File: src/hw/irq_cfg.svh
// Constants for the seven-level interrupt controller and its CPU end
`ifndef IRQ_CFG_SVH
`define IRQ_CFG_SVH

// ----------------------------------------------------------------
// Widths
// ----------------------------------------------------------------
`define NUM_SRC          23
`define ADDR_W           8
`define DATA_W           32

// ----------------------------------------------------------------
// Register offsets
// ----------------------------------------------------------------
`define OFS_VBASE        8'h00
`define OFS_MASK         8'h04
`define OFS_PEND         8'h08
`define OFS_STAT         8'h0c
`define OFS_EDGE         8'h10
`define OFS_LSEL         8'h14
`define OFS_LEVEL        8'h18

// ----------------------------------------------------------------
// Reset values
// ----------------------------------------------------------------
`define VBASE_RST        5'h00
`define MASK_RST         23'h7fffff
`define EDGE_RST         23'h000000
`define LSEL_RST         12'h924

// ----------------------------------------------------------------
// Source indices
// ----------------------------------------------------------------
`define SRC_EMU          0
`define SRC_BRK          1
`define SRC_EXT_IRQ_LEVEL_SIX         2
`define SRC_TMR1         3
`define SRC_PWM1         4
`define SRC_TMR2         5
`define SRC_PWM2         6
`define SRC_SPI1         7
`define SRC_UART2        8
`define SRC_PEN          9
`define SRC_SPI2         10
`define SRC_UART1        11
`define SRC_WDOG         12
`define SRC_RTC          13
`define SRC_RTI          14
`define SRC_KBD          15
`define SRC_GP0          16
`define SRC_EXT_IRQ_LEVEL_THREE         20
`define SRC_EXT_IRQ_LEVEL_TWO         21
`define SRC_EXT_IRQ_LEVEL_ONE         22
`define EXT_EDGE_MASK    23'h7f0204

// ----------------------------------------------------------------
// Level select field positions
// ----------------------------------------------------------------
`define LSEL_TMR2        0
`define LSEL_PWM2        3
`define LSEL_SPI1        6
`define LSEL_UART2       9

// ----------------------------------------------------------------
// Levels and vectors
// ----------------------------------------------------------------
`define LVL_NONE         3'h0
`define LVL_1            3'h1
`define LVL_2            3'h2
`define LVL_3            3'h3
`define LVL_4            3'h4
`define LVL_5            3'h5
`define LVL_6            3'h6
`define LVL_7            3'h7
`define VBASE_USER_MIN   5'h08
`define VEC_UNINIT       8'h0f
`define VEC_SPURIOUS     8'h18

`endif

File: src/hw/irq_pkg.sv
// Types shared by both ends of the interrupt link
package irq_pkg;
    typedef logic [2:0] level_type;
    typedef logic [7:0] vector_type;
    typedef enum logic [1:0] {
        CPU_IDLE,
        CPU_WAIT_BOUNDARY,
        CPU_WAIT_VECTOR
    } cpu_state_type;
endpackage
File: src/hw/irq_link_if.sv
// Interrupt request and acknowledge link between controller and CPU
`timescale 1ns/1ns
`default_nettype none
interface irq_link_if;
    import irq_pkg::*;
    level_type  req_level;
    logic       iack;
    level_type  iack_level;
    vector_type vector;
    logic       vector_valid;
    logic       bus_error;

    modport ctrl
    (
        output req_level,
        input  iack,
        input  iack_level,
        output vector,
        output vector_valid,
        output bus_error
    );

    modport cpu
    (
        input  req_level,
        output iack,
        output iack_level,
        input  vector,
        input  vector_valid,
        input  bus_error
    );
endinterface
`default_nettype wire

File: src/hw/irq_controller.sv
// Seven-level prioritising interrupt controller with vectored acknowledge
// Notes on behaviour
// - Seven levels, seven most urgent
// - Emulator and breakpoint sources at level seven
// - Level-six pin, timer one, PWM one: six
// - Timer two, PWM two, SPI one, UART two selectable
// - SPI two, UART one, watchdog, clocks, keyboard: four
// - Four general pins request at level four
// - Pen at five; other pins three, two, one
// - External pins edge or level; internal sources level only
// - Only highest pending level is presented
// - CPU acknowledges after finishing its instruction
// - Acknowledge answered with the matching vector
// - Only this controller ever supplies vectors
// - CPU status word masks levels globally
// - CPU fetches handler at vector times four
// - Vector: five programmable bits, three level bits
// - Same-level sources left unranked for software
// - Mask bit one blocks its source
// - Masked events still visible as pending
// - No autovectors; base must be programmed first
// - Eight-bit vectors, user range 64 to 255
// - Bus error during acknowledge gives spurious vector
//
// Chosen here: the plain strobed port and the address map.
`timescale 1ns/1ns
`default_nettype none
`include "irq_cfg.svh"
module irq_controller
    import irq_pkg::*;
(
    input  wire logic               clk,
    input  wire logic               reset,
    irq_link_if.ctrl                link,
    input  wire logic               emulator_irq_input,
    input  wire logic               breakpoint_irq,
    input  wire logic               ext_irq_level_six,
    input  wire logic               pen_irq_input,
    input  wire logic               ext_irq_level_three,
    input  wire logic               ext_irq_level_two,
    input  wire logic               ext_irq_level_one,
    input  wire logic [3:0]         gp_irq_pins,
    input  wire logic [11:0]        periph_irq,
    input  wire logic [`ADDR_W-1:0] addr,
    input  wire logic [`DATA_W-1:0] wdata,
    input  wire logic               write,
    input  wire logic               read,
    output logic [`DATA_W-1:0]      rdata_q
);
    logic [`NUM_SRC-1:0] src;
    logic [`NUM_SRC-1:0] src_prev_q;
    logic [`NUM_SRC-1:0] pend_q;
    logic [`NUM_SRC-1:0] mask_q;
    logic [`NUM_SRC-1:0] edge_q;
    logic [`NUM_SRC-1:0] unmasked;
    logic [`NUM_SRC-1:0] clr;
    logic [4:0]          vbase_q;
    logic [11:0]         lsel_q;
    logic [7:1]          level_hit;
    level_type           top_level;
    level_type           level_q;
    vector_type          vector_q;
    logic                vector_valid_q;
    logic                bus_error_q;

    // ----------------------------------------------------------------
    // Source gathering
    // ----------------------------------------------------------------
    assign src = {ext_irq_level_one, ext_irq_level_two, ext_irq_level_three,
                  gp_irq_pins, periph_irq[11:6], pen_irq_input,
                  periph_irq[5:0], ext_irq_level_six,
                  breakpoint_irq, emulator_irq_input};

    // Level of one source; fixed ones by index, four read the select fields
    function automatic level_type src_level(input int idx, input logic [11:0] sel);
        level_type lv;
        lv = `LVL_4;
        if (idx == `SRC_EMU || idx == `SRC_BRK)
            lv = `LVL_7;
        else if (idx == `SRC_EXT_IRQ_LEVEL_SIX || idx == `SRC_TMR1 || idx == `SRC_PWM1)
            lv = `LVL_6;
        else if (idx == `SRC_TMR2)
            lv = sel[`LSEL_TMR2 +: 3];
        else if (idx == `SRC_PWM2)
            lv = sel[`LSEL_PWM2 +: 3];
        else if (idx == `SRC_SPI1)
            lv = sel[`LSEL_SPI1 +: 3];
        else if (idx == `SRC_UART2)
            lv = sel[`LSEL_UART2 +: 3];
        else if (idx == `SRC_PEN)
            lv = `LVL_5;
        else if (idx == `SRC_EXT_IRQ_LEVEL_THREE)
            lv = `LVL_3;
        else if (idx == `SRC_EXT_IRQ_LEVEL_TWO)
            lv = `LVL_2;
        else if (idx == `SRC_EXT_IRQ_LEVEL_ONE)
            lv = `LVL_1;
        return lv;
    endfunction

    // ----------------------------------------------------------------
    // Pending capture, two flops per source
    // ----------------------------------------------------------------
    assign clr = (write && addr == `OFS_PEND) ? wdata[`NUM_SRC-1:0] : '0;

    genvar g;
    generate
        for (g = 0; g < `NUM_SRC; g++)
        begin : gen_src
            always_ff @(posedge clk)
            begin
                if (reset)
                begin
                    src_prev_q[g] <= 1'b0;
                    pend_q[g]     <= 1'b0;
                end
                else
                begin
                    src_prev_q[g] <= src[g];
                    // Edge mode: sticky, a new edge beats a clear in the same cycle
                    // Edge select only ever holds bits of external pins
                    if (edge_q[g])
                        pend_q[g] <= (src[g] && !src_prev_q[g]) || (pend_q[g] && !clr[g]);
                    else
                        pend_q[g] <= src[g];
                end
            end
        end
    endgenerate

    assign unmasked = pend_q & ~mask_q;

    // ----------------------------------------------------------------
    // Prioritisation
    // ----------------------------------------------------------------
    always_comb
    begin
        level_hit = '0;
        for (int i = 0; i < `NUM_SRC; i++)
        begin
            // Sources on one level merge with no ranking among them
            if (unmasked[i] && src_level(i, lsel_q) != `LVL_NONE)
                level_hit[src_level(i, lsel_q)] = 1'b1;
        end
    end

    always_comb
    begin
        top_level = `LVL_NONE;
        for (int l = 1; l <= 7; l++)
        begin
            if (level_hit[l])
                top_level = 3'(l);
        end
    end

    always_ff @(posedge clk)
    begin
        if (reset)
            level_q <= `LVL_NONE;
        else
            level_q <= top_level;
    end

    assign link.req_level = level_q;

    // ----------------------------------------------------------------
    // Acknowledge answer
    // ----------------------------------------------------------------
    always_ff @(posedge clk)
    begin
        if (reset)
        begin
            vector_q       <= 8'h00;
            vector_valid_q <= 1'b0;
            bus_error_q    <= 1'b0;
        end
        else
        begin
            vector_valid_q <= 1'b0;
            bus_error_q    <= 1'b0;
            if (link.iack)
            begin
                if (link.iack_level == `LVL_NONE || !level_hit[link.iack_level])
                begin
                    vector_q    <= `VEC_SPURIOUS;
                    bus_error_q <= 1'b1;
                end
                else if (vbase_q < `VBASE_USER_MIN)
                begin
                    vector_q       <= `VEC_UNINIT;
                    vector_valid_q <= 1'b1;
                end
                else
                begin
                    vector_q       <= {vbase_q, link.iack_level};
                    vector_valid_q <= 1'b1;
                end
            end
        end
    end

    // Sole driver of the vector lines
    assign link.vector       = vector_q;
    assign link.vector_valid = vector_valid_q;
    assign link.bus_error    = bus_error_q;

    // ----------------------------------------------------------------
    // Register writes
    // ----------------------------------------------------------------
    always_ff @(posedge clk)
    begin
        if (reset)
        begin
            vbase_q <= `VBASE_RST;
            mask_q  <= `MASK_RST;
            edge_q  <= `EDGE_RST;
            lsel_q  <= `LSEL_RST;
        end
        else if (write)
        begin
            if (addr == `OFS_VBASE)
                vbase_q <= wdata[7:3];
            else if (addr == `OFS_MASK)
                mask_q <= wdata[`NUM_SRC-1:0];
            else if (addr == `OFS_EDGE)
                edge_q <= wdata[`NUM_SRC-1:0] & `EXT_EDGE_MASK;
            else if (addr == `OFS_LSEL)
            begin
                // Fields written outside 1..6 keep their old level
                for (int k = 0; k < 4; k++)
                begin
                    if (wdata[3*k +: 3] != `LVL_NONE && wdata[3*k +: 3] != `LVL_7)
                        lsel_q[3*k +: 3] <= wdata[3*k +: 3];
                end
            end
        end
    end

    // ----------------------------------------------------------------
    // Register reads
    // ----------------------------------------------------------------
    always_ff @(posedge clk)
    begin
        if (reset)
            rdata_q <= '0;
        else if (read)
        begin
            if (addr == `OFS_VBASE)
                rdata_q <= {24'h000000, vbase_q, 3'h0};
            else if (addr == `OFS_MASK)
                rdata_q <= {9'h000, mask_q};
            else if (addr == `OFS_PEND)
                rdata_q <= {9'h000, pend_q};
            else if (addr == `OFS_STAT)
                rdata_q <= {9'h000, unmasked};
            else if (addr == `OFS_EDGE)
                rdata_q <= {9'h000, edge_q};
            else if (addr == `OFS_LSEL)
                rdata_q <= {20'h00000, lsel_q};
            else if (addr == `OFS_LEVEL)
                rdata_q <= {29'h00000000, level_q};
            else
                rdata_q <= '0;
        end
        else
            rdata_q <= '0;
    end
endmodule
`default_nettype wire

File: src/flat_wrapper.sv
// flat-port wrapper written by rule: the top's interface ports become plain ports
module irq_controller_flat import irq_pkg::*;
  (clk, reset, emulator_irq_input, breakpoint_irq, ext_irq_level_six, pen_irq_input, ext_irq_level_three, ext_irq_level_two, ext_irq_level_one, gp_irq_pins, periph_irq, addr, wdata, write, read, rdata_q, link_req_level, link_iack, link_iack_level, link_vector, link_vector_valid, link_bus_error);
  irq_link_if link_i ();
  input  wire logic clk;
  input  wire logic reset;
  input  wire logic emulator_irq_input;
  input  wire logic breakpoint_irq;
  input  wire logic ext_irq_level_six;
  input  wire logic pen_irq_input;
  input  wire logic ext_irq_level_three;
  input  wire logic ext_irq_level_two;
  input  wire logic ext_irq_level_one;
  input  wire logic [3:0] gp_irq_pins;
  input  wire logic [11:0] periph_irq;
  input  wire logic [`ADDR_W-1:0] addr;
  input  wire logic [`DATA_W-1:0] wdata;
  input  wire logic write;
  input  wire logic read;
  output logic [`DATA_W-1:0] rdata_q;
  output wire logic [$bits(link_i.req_level)-1:0] link_req_level;
  input wire logic [$bits(link_i.iack)-1:0] link_iack;
  input wire logic [$bits(link_i.iack_level)-1:0] link_iack_level;
  output wire logic [$bits(link_i.vector)-1:0] link_vector;
  output wire logic [$bits(link_i.vector_valid)-1:0] link_vector_valid;
  output wire logic [$bits(link_i.bus_error)-1:0] link_bus_error;
  assign link_req_level = link_i.req_level;
  assign link_i.iack = link_iack;
  assign link_i.iack_level = link_iack_level;
  assign link_vector = link_i.vector;
  assign link_vector_valid = link_i.vector_valid;
  assign link_bus_error = link_i.bus_error;
  irq_controller u_core (.clk(clk), .reset(reset), .link(link_i), .emulator_irq_input(emulator_irq_input), .breakpoint_irq(breakpoint_irq), .ext_irq_level_six(ext_irq_level_six), .pen_irq_input(pen_irq_input), .ext_irq_level_three(ext_irq_level_three), .ext_irq_level_two(ext_irq_level_two), .ext_irq_level_one(ext_irq_level_one), .gp_irq_pins(gp_irq_pins), .periph_irq(periph_irq), .addr(addr), .wdata(wdata), .write(write), .read(read), .rdata_q(rdata_q));
endmodule
File: config.mk
export PLATFORM = sky130hd
export DESIGN_NAME = irq_controller_flat
export DESIGN_NICKNAME = d
export VERILOG_FILES = /design/src/hw/irq_pkg.sv /design/src/hw/irq_link_if.sv /design/src/hw/irq_controller.sv /design/src/flat_wrapper.sv
export VERILOG_INCLUDE_DIRS = /design/src /design/src/hw
export SDC_FILE = /design/constraint.sdc
export NUM_CORES = 1
export LEC_CHECK = 0
export BUFFER_PORTS_ARGS = -buffer_cell sky130_fd_sc_hd__buf_4
export CORE_ASPECT_RATIO = 1.75
export CORE_MARGIN = 3
export CORE_UTILIZATION = 45
export DETAILED_ROUTE_END_ITERATION = 12
export PLACE_DENSITY = 0.79
export SYNTH_ARGS = -nofsm -noshare
export SYNTH_HDL_FRONTEND = slang
export SYNTH_SLANG_ARGS = --single-unit
File: constraint.sdc
create_clock -name clk -period 2.6 [get_ports clk]
set_input_delay 0 -clock clk [delete_from_list [all_inputs] [get_ports clk]]
set_output_delay 0 -clock clk [all_outputs]
set_load 0.05 [all_outputs]
==> flow_summary.toml <==
[logic_synthesis]
ys_seq_elements = 117
syn_area_per_cell_um2 = 8.11
synth_area_leader_cell = "dfxtp_1"
synth-xor-area-share_pct = 0
synth_warnings = 0
synthSimpleGateAreaFrac_pct = 29.9
synth_top_family_by_area = "simple AND/OR/NAND/NOR gates"
synthFlopType = "dfxtp_1"
muxShareOfSynthArea_pct = 1.66
async_flop_share_pct = 0
synthCells = 669
ys_types = 64
syn-cell-area_um2 = 5420
ys_seq_area_share_pct = 43.2
synth_compound_area_share_pct = 19.4
yosys.area_share.adder_pct = 0
synth-edff-count = 0
synth_area_leaders = "dfxtp_1 (43%), nand2_1 (8.1%), nand3_1 (5.4%)"
synth_top_area_share_pct = 43.2

[run_status]
status = "complete, no violations"

[timing]
finClkSkew_ns = 0.00476
fin_crit_sh_pct = 91.6
finalCriticalPeriod_ns = 2.38
tns_ns = 0
layout_setup_ws_ns = 0.218
hold_viol = 0
rsz0062_at_grt = "false"
relSlewSlack_pct = 56.4
clock.fmax_ghz = 0.420
drv_slew = 0
worstMarginPinSlew_ns = 0.652
final-setup-viol-count = 0

[setup_path]
critPathKind = "register to register"
cp-start-kind = "register"
cp_max_fo = 10
critical_path_required_ns = 2.96
worst-endpoint-arrival_ns = 2.74
cp-end-kind = "register"

[routing]
routed_wl_um = 18900
remaining_drc_errors = 0
viasPerCell = 5.91
first_pass_iters = 6
drt_first_iter_violations = 323
postRouteAntennaNets = 0
via_count = 5743
wl_per_cell_um = 19.5

[clock_tree]
clockBufferDepth = 2
post-cts-setup-buffers = 0
cts.sinks = 117
insertion_delay_ns = 0.41
cts_tree = "yes"
root_buffer = "clkbuf_16"
clk_pin_slew_worst_paths_ns = 0.06
cts_buffers = 17
cts_htree_levels = 4

[floorplan]
die_h_um = 151
pin_count = 116
die-area_um2 = 13500
num_rows = 52
die_w_um = 89.0
initial_utilization_pct = 46.6
core_um2 = 11600

[global_route]
grt_antenna_before_repair = 0
grt_pass1_vias = 5570
grt_max_degree = 54
met1_usage_pct = 30.8
top_usage_layer = "met2"
grtUsageTotal_pct = 28.4
gr-total-overflow = 0
met3_usage_pct = 5.28
grt_pass1_wl_um = 28900
grt_use_met2_pct = 51.2

[finish]
area_growth_pct = 38.5
drive_gt1_share_pct = 19.0
diodes = 0
layout.nets = 895

[place]
dp_hpwl_um = 12800
dpl_worst_slack_ns = 0.237
port_buffers = 97
gp_congestion = 0.923

[worst_hold_path]
min_path_type = "primary input to register"

[power]
ir_drop_uv = 544
leakagePower_nw = 3.14
power_density_nw_per_um2 = 636

[run]
maxCapViolCount = 0
[path summary, 6_finish.rpt]
check                                startpoint                                 end  slack [ns]  cells past startpoint
hold / removal                          addr[7]        u_core.rdata_q[9]$_SDFF_PP0_        0.06                      5
hold reg to reg   u_core.mask_q[3]$_SDFFE_PP1P_       u_core.mask_q[3]$_SDFFE_PP1P_        0.48                      2
setup / recovery  u_core.mask_q[8]$_SDFFE_PP1P_  u_core.link.vector[4]$_SDFFE_PP0P_        0.22                      6
setup reg to reg  u_core.mask_q[8]$_SDFFE_PP1P_  u_core.link.vector[4]$_SDFFE_PP0P_        0.22                      6
[worst max-delay path: stages, from the launching register on]
cell      delay [ns]
dfxtp_1         0.37
and3b_1         0.22
a32o_1          0.31
or4_1           0.45
a222oi_1        0.23
and4b_1         0.49
o221a_4         0.25
[synth_stat cells (8+ instances only)]
library cell / instances
a41o_1: 8
nand3_1: 58
dfxtp_1: 117
a21oi_1: 23
nor3_1: 10
nand2b_1: 18
a31oi_1: 8
buf_2: 9
a21boi_0: 8
clkbuf_1: 23
buf_4: 9
nand2_1: 117
inv_1: 17
nor2b_1: 40
nor2_1: 38
a22oi_1: 14
mux2i_1: 9
o21ai_0: 30
o22ai_1: 8
[timing repair]
action / in CTS / in global routing
endpoints found under the hold margin: 93 / 0
hold buffers: 64 / 0
resized for setup: 0 / 1
endpoints found under the setup margin: 0 / 1
[cells in the final DEF, fill, tap and decap left out, drive strengths merged, types with 3 or more instances in the layout]
cell type    count
nand2          117
dfxtp          117
buf            114
dlygate4sd3     64
nand3           58
nor2b           40
nor2            38
o21ai           30
a21oi           23
clkbuf          21
inv             19
nand2b          18
a22oi           14
nor3            12
mux2i            9
conb             9
a21boi           8
a41o             8
o22ai            8
a31oi            8
o21a             6
or2              6
nor3b            6
o31ai            5
o211ai           5
nand3b           4
a21o             4
bufinv           4
o32ai            4
or4              3
nor4             3
and3             3
nand4            3
or3              3
a211oi           3
a32oi            3
a221oi           3
[cell type report]
class | instances | area, µm²
timing repair buffer | 178 | 1500
inverter | 17 | 63.8
clock inverter | 10 | 170
fill | 942 | 4130
sequential | 117 | 2340
clock buffer | 21 | 470
multi-input combinational | 493 | 2800
tap | 135 | 169
[report_power, final]
part | leakage, nW | total (mW) | internal (mW) | switching [mW]
registers | 0.953 | 1.85 | 1.83 | 0.0240
clock network | 0.306 | 2.53 | 1.68 | 0.850
logic | 1.88 | 0.396 | 0.183 | 0.212
[registers in the layout, indices dropped and copies added, names as in the netlist]
signal	cells
u_core.edge_q	9
u_core.link.bus_error	1
u_core.link.req_level	3
u_core.link.vector	8
u_core.link.vector_valid	1
u_core.lsel_q	12
u_core.mask_q	23
u_core.pend_q	10
u_core.rdata_q	23
u_core.src_prev_q	22
u_core.vbase_q	5
[metal layers]
metal,share of wire (%),vias to the layer above
met5,0,-
met4,4.6,0
met3,4.1,67
met2,55,212
met1,36,2797
li1,-,2667
[logic make-up (layout without fill, tap and decap cells)]
logic type,count (synthesis),after routing
AND/OR/NAND/NOR,326,326
buffers and inverters,67,226
AO/OA/AOI/OAI,149,149
other,1,9
flip-flops,117,117
multiplexers,9,9
[through the flow]
stage | power [mW] | hold WS, ns | instances | area, µm² | util [%]
floorplan | 2.06 | 0.0797 | 677 | 5450 | -
global placement | 2.19 | 0.212 | 876 | 6230 | 53.5
detailed placement | 2.20 | 0.218 | 876 | 6230 | 53.5
CTS | 4.79 | 0.0469 | 971 | 7510 | 64.5
global route | 4.91 | 0.0698 | 971 | 7510 | 64.5
finish | 4.78 | 0.0603 | 971 | 7510 | 64.5
(Power assumes the default switching activity.)
